`src/hdl/blp_pkg.sv`:
```
// constants for the boot lock protection block
package blp_pkg;
    // register indices on the plain register port
    localparam logic [3:0] REG_CTRL_OFFSET = 4'h0;
    localparam logic [3:0] REG_LOCK_OFFSET = 4'h1;
    // control/status field positions
    localparam int CTRL_IRQ_EN_BIT = 7;
    localparam int CTRL_BUSY_BIT = 6;
    localparam int CTRL_RSVD_BIT = 5;
    localparam int CTRL_REEN_BIT = 4;
    localparam int CTRL_LOCKSET_BIT = 3;
    localparam int CTRL_PGWRT_BIT = 2;
    localparam int CTRL_PGERS_BIT = 1;
    localparam int CTRL_STORE_EN_BIT = 0;
    localparam logic [7:0] CTRL_RESET = 8'h00;
    // accepted low-five-bit command patterns
    localparam logic [4:0] CMD_REENABLE = 5'h11;
    localparam logic [4:0] CMD_LOCK_SET = 5'h09;
    localparam logic [4:0] CMD_PAGE_WRITE = 5'h05;
    localparam logic [4:0] CMD_PAGE_ERASE = 5'h03;
    localparam logic [4:0] CMD_BUF_LOAD = 5'h01;
    // lock data positions inside the store data byte and lock status register
    localparam int LOCK_APP_LO_BIT = 0;
    localparam int LOCK_BOOT_LO_BIT = 2;
    localparam int LOCK_FUSE_BIT = 4;
    // erased (unprogrammed) value of the four lock bits
    localparam logic [3:0] LOCK_ERASED = 4'hF;
    localparam logic [1:0] LOCK_PAIR_OPEN = 2'h3;
    // store-enable arming window in clock cycles
    localparam logic [2:0] ARM_CYCLES = 3'h4;
    localparam logic [15:0] APP_RESET_ADDR = 16'h0000;
endpackage : blp_pkg

```
`src/hdl/blp_access_if.sv`:
```
// access request and permit signals between top and lock decoder
`timescale 1ns/1ps
interface blp_access_if;
    logic [1:0] app_lock;
    logic [1:0] boot_lock;
    logic exec_boot;
    logic vec_boot;
    logic store_tgt_boot;
    logic load_tgt_boot;
    logic store_ok;
    logic load_ok;
    logic irq_block;
    modport req (output app_lock, boot_lock, exec_boot, vec_boot, store_tgt_boot,
                 load_tgt_boot, input store_ok, load_ok, irq_block);
    modport dec (input app_lock, boot_lock, exec_boot, vec_boot, store_tgt_boot,
                 load_tgt_boot, output store_ok, load_ok, irq_block);
endinterface : blp_access_if

```
`src/hdl/blp_arm_timer.sv`:
```
// store-enable arming window counter
`timescale 1ns/1ps
module blp_arm_timer (
    // clock and reset
    input wire logic clock,
    input wire logic arst_n,
    // control
    input wire logic start,
    input wire logic consume,
    // status
    output logic open,
    output logic expire
);
    logic [2:0] cnt_q;
    logic [2:0] cnt_d;

    always_comb begin
        cnt_d = cnt_q;
        if (start) begin
            cnt_d = blp_pkg::ARM_CYCLES;
        end else if (consume) begin
            cnt_d = 3'h0;
        end else if (cnt_q != 3'h0) begin
            cnt_d = cnt_q - 3'h1;
        end
    end

    always_ff @(posedge clock or negedge arst_n) begin
        if (!arst_n) begin
            cnt_q <= 3'h0;
        end else begin
            cnt_q <= cnt_d;
        end
    end

    assign open = (cnt_q != 3'h0);
    // last open cycle passing with no store and no fresh command closes the window
    assign expire = (cnt_q == 3'h1) && !consume && !start;
endmodule : blp_arm_timer

```
`src/hdl/blp_boot_lock.sv`:
```
// boot lock protection and self-programming control/status
`timescale 1ns/1ps
module blp_boot_lock #(
    parameter logic [15:0] BOOT_RESET_ADDR = 16'hF000
) (
    // clock and reset
    input wire logic clock,
    input wire logic arst_n,

    // register port
    input wire logic [3:0] reg_addr,
    input wire logic [7:0] reg_wdata,
    input wire logic reg_wr,
    input wire logic reg_rd,
    output logic [7:0] reg_rdata,

    // static configuration
    input wire logic [1:0] cfg_app_lock,
    input wire logic [1:0] cfg_boot_lock,
    input wire logic cfg_boot_reset_fuse,
    input wire logic cfg_vectors_in_boot,

    // external programmer
    input wire logic prog_lock_wr,
    input wire logic [3:0] prog_lock_data,
    input wire logic prog_chip_erase,

    // core program-memory store
    input wire logic core_exec_boot,
    input wire logic core_store,
    input wire logic core_store_tgt_boot,
    input wire logic core_store_tgt_rww,
    input wire logic [7:0] core_store_data,

    // core program-memory load
    input wire logic core_load,
    input wire logic core_load_tgt_boot,
    input wire logic core_load_tgt_rww,

    // core interrupt state
    input wire logic core_global_irq_en,

    // permits and vector back to the core
    output logic store_permit,
    output logic load_permit,
    output logic irq_mask,
    output logic store_ready_irq,
    output logic [15:0] reset_vector,

    // flash controller
    input wire logic flash_done,
    output logic op_page_erase,
    output logic op_page_write,
    output logic op_buffer_load,
    output logic op_lock_set,
    output logic op_reenable
);
    ////////////////////////////////////////////////////////////////////////////
    // state
    // capture flag: low only until the first edge after reset
    logic loaded_q;

    // lock pairs {boot_hi, boot_lo, app_hi, app_lo} and boot reset fuse
    logic [3:0] lock_q;
    logic fuse_q;

    // control/status fields
    logic irq_en_q;
    logic busy_q;
    logic [4:0] cmd_q;
    // page erase or write handed to flash, waiting for done
    logic running_q;

    // read data and the two register views behind it
    logic [7:0] reg_rdata_q;
    logic [7:0] ctrl_view;
    logic [7:0] lock_view;

    // one-cycle operation strobes
    logic op_erase_q;
    logic op_write_q;
    logic op_load_q;
    logic op_lock_q;
    logic op_reen_q;

    // register port decode
    logic ctrl_wr;
    logic cmd_ok;

    // arming window
    logic arm_open;
    logic arm_expire;

    // store acceptance
    logic store_take;
    logic store_ok_raw;
    logic cmd_page;

    // operation starts, one per command except start_prog, which serves both page erase and page write
    logic start_prog;
    logic start_load;
    logic start_reen;
    logic start_lock;

    function automatic logic cmd_legal(input logic [4:0] c);
        cmd_legal = (c == blp_pkg::CMD_REENABLE) || (c == blp_pkg::CMD_LOCK_SET)
                  || (c == blp_pkg::CMD_PAGE_WRITE) || (c == blp_pkg::CMD_PAGE_ERASE)
                  || (c == blp_pkg::CMD_BUF_LOAD);
    endfunction : cmd_legal

    // erase and write are the only commands that touch a flash section
    function automatic logic cmd_is_page(input logic [4:0] c);
        cmd_is_page = (c == blp_pkg::CMD_PAGE_ERASE) || (c == blp_pkg::CMD_PAGE_WRITE);
    endfunction : cmd_is_page

    ////////////////////////////////////////////////////////////////////////////
    // lock decode
    // decoder is pure logic; every registered term stays in this module
    blp_access_if acc ();

    assign acc.app_lock = lock_q[blp_pkg::LOCK_APP_LO_BIT +: 2];
    assign acc.boot_lock = lock_q[blp_pkg::LOCK_BOOT_LO_BIT +: 2];
    assign acc.exec_boot = core_exec_boot;
    assign acc.vec_boot = cfg_vectors_in_boot;
    assign acc.store_tgt_boot = core_store_tgt_boot;
    assign acc.load_tgt_boot = core_load_tgt_boot;

    blp_lock_decode u_decode (
        .acc(acc)
    );

    // page operations also respect the busy section
    assign store_ok_raw = acc.store_ok && !(busy_q && core_store_tgt_rww);
    assign load_permit = acc.load_ok && !(busy_q && core_load_tgt_rww);
    assign irq_mask = acc.irq_block;

    // buffer load, lock set and re-enable touch no flash section, so the
    // section locks do not apply to them; they only need boot code
    assign cmd_page = cmd_is_page(cmd_q);
    assign store_permit = arm_open && !running_q
                        && (cmd_page ? store_ok_raw : core_exec_boot);

    ////////////////////////////////////////////////////////////////////////////
    // lock bits and fuse
    // capture happens on the first edge after release; the reset value is the erased state
    always_ff @(posedge clock or negedge arst_n) begin
        if (!arst_n) begin
            loaded_q <= 1'b0;
        end else begin
            loaded_q <= 1'b1;
        end
    end

    // chip erase wins over any programming in the same cycle
    always_ff @(posedge clock or negedge arst_n) begin
        if (!arst_n) begin
            lock_q <= blp_pkg::LOCK_ERASED;
        end else if (!loaded_q) begin
            lock_q <= {cfg_boot_lock, cfg_app_lock};
        end else if (prog_chip_erase) begin
            lock_q <= blp_pkg::LOCK_ERASED;
        end else begin
            // programming only ever clears bits; zero is programmed
            lock_q <= lock_q
                    & (prog_lock_wr ? prog_lock_data : blp_pkg::LOCK_ERASED)
                    & (start_lock ? core_store_data[3:0] : blp_pkg::LOCK_ERASED);
        end
    end

    // no core-side write path reaches the fuse
    always_ff @(posedge clock or negedge arst_n) begin
        if (!arst_n) begin
            fuse_q <= 1'b1;
        end else if (!loaded_q) begin
            fuse_q <= cfg_boot_reset_fuse;
        end
    end

    // registered, so the vector follows the captured fuse one edge later
    always_ff @(posedge clock or negedge arst_n) begin
        if (!arst_n) begin
            reset_vector <= blp_pkg::APP_RESET_ADDR;
        end else begin
            reset_vector <= fuse_q ? blp_pkg::APP_RESET_ADDR : BOOT_RESET_ADDR;
        end
    end

    ////////////////////////////////////////////////////////////////////////////
    // control register and arming
    // only index 0 is writable; the status index ignores writes
    assign ctrl_wr = reg_wr && (reg_addr == blp_pkg::REG_CTRL_OFFSET);
    // commands are ignored while a page operation holds store-enable high
    assign cmd_ok = ctrl_wr && cmd_legal(reg_wdata[4:0]) && !running_q;
    assign store_take = core_store && arm_open && !running_q;

    // a fresh legal command restarts the window even if one is open
    blp_arm_timer u_timer (
        .clock(clock),
        .arst_n(arst_n),
        .start(cmd_ok),
        .consume(store_take),
        .open(arm_open),
        .expire(arm_expire)
    );

    assign start_prog = store_take && store_ok_raw && cmd_page;
    assign start_load = store_take && (cmd_q == blp_pkg::CMD_BUF_LOAD) && core_exec_boot;
    // re-enable is a store like any other, so it also needs boot code
    assign start_reen = store_take && (cmd_q == blp_pkg::CMD_REENABLE) && core_exec_boot;
    assign start_lock = store_take && (cmd_q == blp_pkg::CMD_LOCK_SET) && core_exec_boot;

    // enable follows every control write, legal command or not
    always_ff @(posedge clock or negedge arst_n) begin
        if (!arst_n) begin
            irq_en_q <= blp_pkg::CTRL_RESET[blp_pkg::CTRL_IRQ_EN_BIT];
        end else if (ctrl_wr) begin
            irq_en_q <= reg_wdata[blp_pkg::CTRL_IRQ_EN_BIT];
        end
    end

    // a new legal write beats every clearing cause
    always_ff @(posedge clock or negedge arst_n) begin
        if (!arst_n) begin
            cmd_q <= blp_pkg::CTRL_RESET[4:0];
        end else if (cmd_ok) begin
            cmd_q <= reg_wdata[4:0];
        end else if (running_q && flash_done) begin
            cmd_q <= 5'h00;
        end else if (store_take && !start_prog) begin
            cmd_q <= 5'h00;
        end else if (arm_expire && !running_q) begin
            cmd_q <= 5'h00;
        end
    end

    // store-enable stays high through a page erase or write
    always_ff @(posedge clock or negedge arst_n) begin
        if (!arst_n) begin
            running_q <= 1'b0;
        end else if (start_prog) begin
            running_q <= 1'b1;
        end else if (flash_done) begin
            running_q <= 1'b0;
        end
    end

    // set and clear come from different commands, so they never collide
    always_ff @(posedge clock or negedge arst_n) begin
        if (!arst_n) begin
            busy_q <= 1'b0;
        end else if (start_prog && core_store_tgt_rww) begin
            busy_q <= 1'b1;
        end else if (start_reen || start_load) begin
            busy_q <= 1'b0;
        end
    end

    ////////////////////////////////////////////////////////////////////////////
    // flash operation strobes, one cycle each
    // registered so each strobe is exactly one cycle wide and glitch free
    always_ff @(posedge clock or negedge arst_n) begin
        if (!arst_n) begin
            op_erase_q <= 1'b0;
            op_write_q <= 1'b0;
            op_load_q <= 1'b0;
            op_lock_q <= 1'b0;
            op_reen_q <= 1'b0;
        end else begin
            op_erase_q <= start_prog && (cmd_q == blp_pkg::CMD_PAGE_ERASE);
            op_write_q <= start_prog && (cmd_q == blp_pkg::CMD_PAGE_WRITE);
            op_load_q <= start_load;
            op_lock_q <= start_lock;
            op_reen_q <= start_reen;
        end
    end

    assign op_page_erase = op_erase_q;
    assign op_page_write = op_write_q;
    assign op_buffer_load = op_load_q;
    assign op_lock_set = op_lock_q;
    assign op_reenable = op_reen_q;

    // no edge detect: the core samples the level like any other source
    // level request; cleared store-enable means ready
    assign store_ready_irq = irq_en_q && core_global_irq_en
                           && !cmd_q[blp_pkg::CTRL_STORE_EN_BIT];

    ////////////////////////////////////////////////////////////////////////////
    // read port
    // register views, assembled once for the read mux
    always_comb begin
        ctrl_view = 8'h00;
        ctrl_view[blp_pkg::CTRL_IRQ_EN_BIT] = irq_en_q;
        ctrl_view[blp_pkg::CTRL_BUSY_BIT] = busy_q;
        ctrl_view[blp_pkg::CTRL_RSVD_BIT] = 1'b0;
        ctrl_view[4:0] = cmd_q;

        lock_view = 8'h00;
        lock_view[blp_pkg::LOCK_FUSE_BIT] = fuse_q;
        lock_view[3:0] = lock_q;
    end

    // zero outside the answer cycle so a stale value never reads as fresh
    always_ff @(posedge clock or negedge arst_n) begin
        if (!arst_n) begin
            reg_rdata_q <= 8'h00;
        end else if (reg_rd) begin
            unique case (reg_addr)
                blp_pkg::REG_CTRL_OFFSET: reg_rdata_q <= ctrl_view;
                blp_pkg::REG_LOCK_OFFSET: reg_rdata_q <= lock_view;
                default: reg_rdata_q <= 8'h00;
            endcase
        end else begin
            reg_rdata_q <= 8'h00;
        end
    end

    assign reg_rdata = reg_rdata_q;
endmodule : blp_boot_lock

```
`src/hdl/blp_lock_decode.sv`:
```
// lock-bit pair decoder: store/load permits and interrupt masking
`timescale 1ns/1ps
module blp_lock_decode (
    // access request and results
    blp_access_if.dec acc
);
    logic app_no_write;
    logic app_no_read;
    logic boot_no_write;
    logic boot_no_read;

    // modes 2 and 3 forbid stores, modes 3 and 4 (high bit programmed) forbid cross loads
    assign app_no_write = (acc.app_lock[0] == 1'b0);
    assign app_no_read = !acc.app_lock[1];
    assign boot_no_write = (acc.boot_lock[0] == 1'b0);
    assign boot_no_read = !acc.boot_lock[1];

    // stores only from boot code; chip lock modes have no term here
    assign acc.store_ok = acc.exec_boot
                          && !(acc.store_tgt_boot ? boot_no_write : app_no_write);

    always_comb begin
        acc.load_ok = 1'b1;
        if (acc.exec_boot && !acc.load_tgt_boot) begin
            acc.load_ok = !app_no_read;
        end else if (!acc.exec_boot && acc.load_tgt_boot) begin
            acc.load_ok = !boot_no_read;
        end
    end

    assign acc.irq_block = (acc.vec_boot && !acc.exec_boot && app_no_read)
                         || (!acc.vec_boot && acc.exec_boot && boot_no_read);
endmodule : blp_lock_decode

```
`config.mk`:
```
export PLATFORM = sky130hd
export DESIGN_NAME = blp_boot_lock
export DESIGN_NICKNAME = d
export VERILOG_FILES = /design/src/hdl/blp_pkg.sv /design/src/hdl/blp_access_if.sv /design/src/hdl/blp_arm_timer.sv /design/src/hdl/blp_boot_lock.sv /design/src/hdl/blp_lock_decode.sv
export SDC_FILE = /design/constraint.sdc
export NUM_CORES = 1
export LEC_CHECK = 0
export ABC_AREA = 1
export BUFFER_PORTS_ARGS = -buffer_cell sky130_fd_sc_hd__buf_2
export CAP_MARGIN = 20
export CORE_ASPECT_RATIO = 0.9
export CORE_UTILIZATION = 50
export DETAILED_ROUTE_END_ITERATION = 12
export PLACE_DENSITY = 0.9
export SYNTH_ARGS = -nofsm -noshare
export SYNTH_HDL_FRONTEND = slang
export SYNTH_HIERARCHICAL = 1
export SYNTH_SLANG_ARGS = --single-unit
```
`constraint.sdc`:
```
create_clock -name clock -period 4.8 [get_ports clock]
set_input_delay 0.48 -clock clock [delete_from_list [all_inputs] [get_ports clock]]
set_output_delay 0.48 -clock clock [all_outputs]
set_load 0.01 [all_outputs]
```
[Word-level counts from Yosys, hierarchy flattened]
Cells that the tools add are included.
Storage, ports and cells
  register bits: 46
  input port bits: 45
  output and inout bits: 33
  logic and storage cells: 116
Cells by class
  add/subtract/negate cells: 1
  eq/ne operators: 12
  muxes and demuxes: 22
  bitwise operators: 4
  reduce and logical (&&, ||, !) cells: 62
Operators by type and width (count)
  $logic_and 1x1->1: 36
  $mux 5: 4
  $mux 16: 1
  $mux 4: 4
  $pmux 8 s2: 1
  $logic_not 1->1: 13
  $eq 5x1->1 const B: 2
  $eq 5x2->1 const B: 2
  $eq 5x3->1 const B: 2
  $eq 5x4->1 const B: 2
  $eq 5x5->1 const B: 2
  $mux 3: 3
  $and 4x4->4: 2
  $mux 1: 8
  $mux 8: 1
  $logic_or 1x1->1: 7
  $reduce_bool 3->1: 2
  $eq 4x1->1 const B: 1
  $logic_not 4->1: 1
  $reduce_bool 2->1: 2
  $reduce_bool 4->1: 1
  $eq 3x1->1 const B: 1
  $sub 3x1->3 const B: 1
  $not 1->1: 2

[Logic depth before layout (Yosys ltp)]
  depth in word-level cells: 14
  gate-level depth with buffers: 13

[By module]
Netlist, hierarchy kept.
Modules (own cells, without submodules)
  blp_boot_lock: instances 1, cells an instance 164, area an instance 1373.8 µm², sequential area each 681.9 µm²
  blp_arm_timer: instances 1, cells an instance 29, area an instance 215.2 µm², sequential area each 75.1 µm²
  blp_lock_decode: instances 1, cells an instance 16, area an instance 65.1 µm², sequential area each 0.0 µm²

[Worst setup path before layout]
OpenSTA, ideal clock, no wires.
  path kind: reg-to-reg
  start: register u_timer.cnt_q[0]
  end: register cmd_q[4]
  arrival time: 1.649 ns
  data required time: 4.683 ns
  setup slack: 3.034 ns
  cell stages (with the launch flop): 14
  buffers on the path: 0
  path through: dfrtp_1 inv_1 ha_1 nand2_2 nand3_2 inv_1 nor2_2 nand2_1 nor2_1 nor2_1 nor2_1 nor2_4 nand3_1 nand2_1
Between the ends
  elaborated cells on any way between the ends: 16
RTL lines
  from (decl): line blp_arm_timer.sv:14  | logic [2:0] cnt_q;
  from (signal assigned): line blp_arm_timer.sv:32  | cnt_q <= cnt_d;
  $reduce_bool 3->1: line blp_arm_timer.sv:36  | assign open = (cnt_q != 3'h0);
  named net arm_open: line blp_boot_lock.sv:91  | logic arm_open;
  $logic_and 1x1->1 (2 in series): line blp_boot_lock.sv:194  | assign store_take = core_store && arm_open && !running_q;
  named net store_take: line blp_boot_lock.sv:95  | logic store_take;
  $logic_not 1->1: line blp_arm_timer.sv:38  | assign expire = (cnt_q == 3'h1) && !consume && !start;
  $logic_and 1x1->1 (2 in series): line blp_arm_timer.sv:38
  named net arm_expire: line blp_boot_lock.sv:92  | logic arm_expire;
  $logic_and 1x1->1: line blp_boot_lock.sv:231  | end else if (arm_expire && !running_q) begin
  $reduce_bool 4->1 (no source line)
  to (signal assigned): line blp_boot_lock.sv:224  | cmd_q <= blp_pkg::CTRL_RESET[4:0];
  to (signal assigned): line blp_boot_lock.sv:226  | cmd_q <= reg_wdata[4:0];
  to (decl): line blp_boot_lock.sv:70  | logic [4:0] cmd_q;
The timed path passes the listed nets, and every way through them passes these cells.
A chain may end at the register's enable or synchronous reset.

[Worst setup path in the final report]
  start: register lock_q[2]
  end: output store_permit
Between the ends
  word-level cells in the longest chain between the ends: 7
RTL lines
  from (decl): line blp_boot_lock.sv:64  | logic [3:0] lock_q;
  from (signal assigned): line blp_boot_lock.sv:157  | lock_q <= blp_pkg::LOCK_ERASED;
  from (signal assigned): line blp_boot_lock.sv:159  | lock_q <= {cfg_boot_lock, cfg_app_lock};
  from (signal assigned): line blp_boot_lock.sv:161  | lock_q <= blp_pkg::LOCK_ERASED;
  $not 1->1: line blp_lock_decode.sv:15  | assign boot_no_write = (acc.boot_lock[0] == 1'b0);
  $mux 1: line blp_lock_decode.sv:20  | && !(acc.store_tgt_boot ? boot_no_write : app_no_write);
  $logic_not 1->1: line blp_lock_decode.sv:20
  $logic_and 1x1->1: line blp_lock_decode.sv:20
  named net acc.store_ok: line blp_access_if.sv:10  | logic store_ok;
  $logic_and 1x1->1: line blp_boot_lock.sv:133  | assign store_ok_raw = acc.store_ok && !(busy_q && core_store_tgt_rww);
  $mux 1: line blp_boot_lock.sv:141  | && (cmd_page ? store_ok_raw : core_exec_boot);
  $logic_and 1x1->1: line blp_boot_lock.sv:141
  to (decl): line blp_boot_lock.sv:44  | output logic store_permit,
The timed path passes the listed nets, and every way through them passes these cells.

==> reports/qor.yml <==
fin_area_mm2: 0.001981
reg2reg_slack_ns: 2.76
synth_edf_count: 0
worstPathArrival_ns: 1.74
firstDrtPassIters: 4
setup_tns_ns: 0
p_leak_nw: 1.151
criticalPathCategory: "flop to output pin"
intPower_mw: 0.4214
drive_gt1_share_pct: 31.48
vias: 1486
netSwitchingFraction_pct: 36.00
min_period_ns: 2.216
drt_wl_total_um: 3334
n_fill_cell: 284
cp_max_fo: 3
rsz0062_at_grt: "no"
route.met2.wl_um: 1552
yosys-top-cells-area: "dfrtp_1 38%, nand2_1 9.5%, dfstp_2 7.9%"
ys_async_sr_fraction_pct: 100.0
vias_per_cell: 4.763
topRoutingLayerUsed: "met4"
hold_viol_final: 0
synth.avg_cell_area_um2: 7.914
cts_sinks: 30
vdd_drop_max_uv: 199.4
p_switching_mw: 0.2371
synthCells: 209
antenna_found_initial: 0
grt_pass1_vias: 1276
wire_per_inst_um: 10.69
gp_congestion: 0.8106
status: "finished, final reports clean"
max_freq_mhz: 451.2
met1_length_um: 1511
cts.path.max_buffers: 2
maxCapViolations: 0
power_density_mw_per_mm2: 332.4
worst_pin_slew_ns: 0.6331
cp-start-kind: "flop"
drtIter0Drc: 35
ys_ff_latch: 30
dpl.hpwl_um: 2593
seq_power_share_pct: 43.7
final_nets: 317
placed_area_mm2: 0.001917
reg2reg_to: "cmd_q[0]"
grt_remaining_overflow: 0
final_antenna_net_count: 0
yosys_warnings: 6
clk-insertion-delay-late_ns: 0.34
slew_violations: 0
synth_cell_types: 24
grt_pass1_wl_um: 5575
critPathRequiredTime_ns: 4.32
report.final.setup_viol: 0
clk_pin_slew_worst_paths_ns: 0.10
ys_seq_area_share_pct: 45.76
finalClockSkew_ns: 0.01049
io_buffers: 57
period_share_pct: 46.18
wl_met3_um: 225
p_clk_share_pct: 24.9
grt_max_degree: 31
antennaDiodeCount: 0
coreArea_mm2: 0.003090
cts-htree-levels: 2
slew_headroom_pct: 57.80
rows: 19
reg2reg_from: "u_timer/cnt_q[0]"
cts_setup_buffers: 0
track_usage_pct: 20.98
cts_root_buf: "clkbuf_4"
die_w_um: 62.63
power_frac_comb_pct: 31.4
cts_hold_buf: 0
ff2ff_path_depth: 13
drcViolationCount: 0
postLayoutCoreUtil_pct: 64.09
syn_area_mm2: 0.001654
yosysTopAreaCell: "dfrtp_1"
cts_tree: "built"
start_util_pct: 53.52
cp-end-kind: "output pin"
areaGrowthSynthToFinish_pct: 19.74
synth.top_cell.area_share_pct: 37.82
io_pins: 78
cts_buffers: 5
synth_flop_cell: "dfrtp_1"
worstHoldPathType: "input port to asynchronous set/reset pin"
die_y_um: 56.57
post_cts_resized: 0
die_area_mm2: 0.003542
==> metal layers <==
metal  vias up  track usage (%)
met3         5            7.520
met4         0            6.977
met1       682            26.52
li1        745                -
met5         -                0
met2        54            33.39
==> worst max-delay path, stage by stage, from the launching register on <==
cell,delay [ns]
dfstp_2,0.54
inv_1,0.04
nand2_1,0.04
nand2_1,0.04
nor2_1,0.12
nand2_1,0.14
a211oi_1,0.29
buf_2,0.18
==> cell families after synthesis <==
kind of cell,count (synthesis),synth area share [%]
simple gates,107,30.41
buf+inv,46,14.07
flops,30,45.76
compound gates,21,7.035
fa+ha+maj,3,2.270
other cells,2,0.4540
==> synthesized netlist by cell type (2+ instances only) <==
cell      count
nor2_2        3
nor2_1       31
ha_1          3
dfstp_2       5
dfrtp_1      25
a21oi_1      11
buf_4        16
conb_1        2
nor3_1        3
nand2_2       4
inv_1        28
nand2_4       2
nand2_1      42
o21ai_0       2
o22ai_1       5
inv_2         2
nor2_4        3
nand3_1      12
nand3b_1      5
==> state kept, by name, summed over array words and instances, names as in the netlist, 3 cells and up <==
signal,cells
reg_rdata,7
cmd_q,5
lock_q,4
u_timer/cnt_q,3
==> stage by stage <==
step           hold slack (ns)  worst slack [ns]  total power [mW]  std cells
2_1_floorplan           0.1844             3.034            0.4458        221
3_3_place_gp            0.4651             2.857            0.4832        304
6_report                0.1454             2.584            0.6584        312
4_1_cts                 0.1621             2.584            0.6600        312
3_5_place_dp            0.4689             2.818            0.4954        304
5_1_grt                 0.1851             2.450            0.7033        312
==> cell type report <==
class	count	area (um2)	share of cell area, %
Clock buffer	6	51.30	2.590
Inverter	30	112.6	5.685
Multi-Input combinational cell	145	709.4	35.82
Timing Repair Buffer	57	285.3	14.40
Tap cell	42	52.55	2.653
Sequential cell	30	757.0	38.22
Clock inverter	2	12.51	0.6317
==> cell usage in the layout, fill, tap and decap left out <==
cell and count:
a211oi_1 1, and2_1 1, nand3_1 12, clkbuf_4 5
o22ai_1 5, ha_1 3, nor3_1 3, nand2_4 2
o21ai_1 1, nor2_1 31, dfstp_2 5, a21boi_0 1
inv_2 2, nand2_2 4, a21oi_1 11, nand2_1 42
o21ai_0 2, nand3_2 1, inv_1 28, dfrtp_1 25
nor2_2 3, nor2_4 3, conb_1 14, clkinvlp_4 1
buf_2 57, clkinv_2 1, clkbuf_8 1, nand3b_1 5
==> worst max path at each step <==
stage	startpoint	to	slack (ns)	cells past startpoint
floorplan	u_timer/cnt_q[0]	cmd_q[4]	3.03	13
global route	lock_q[2]	store_permit	2.45	7
detailed placement	u_timer/cnt_q[0]	cmd_q[4]	2.82	13
global placement	u_timer/cnt_q[0]	cmd_q[0]	2.86	13
finish	lock_q[2]	store_permit	2.58	7
CTS	lock_q[2]	store_permit	2.58	7
==> power by group through the flow <==
| stage | Combinational (mW) | Sequential [mW] | Clock (mW) |
|---|---|---|---|
| final | 0.207 | 0.288 | 0.164 |
| after global placement | 0.193 | 0.290 | 0 |
| after detailed placement | 0.203 | 0.292 | 0 |
| after floorplan | 0.157 | 0.289 | 0 |
| after CTS | 0.205 | 0.287 | 0.168 |
| after global routing | 0.232 | 0.291 | 0.180 |
Power figures use the tool's default switching activity.
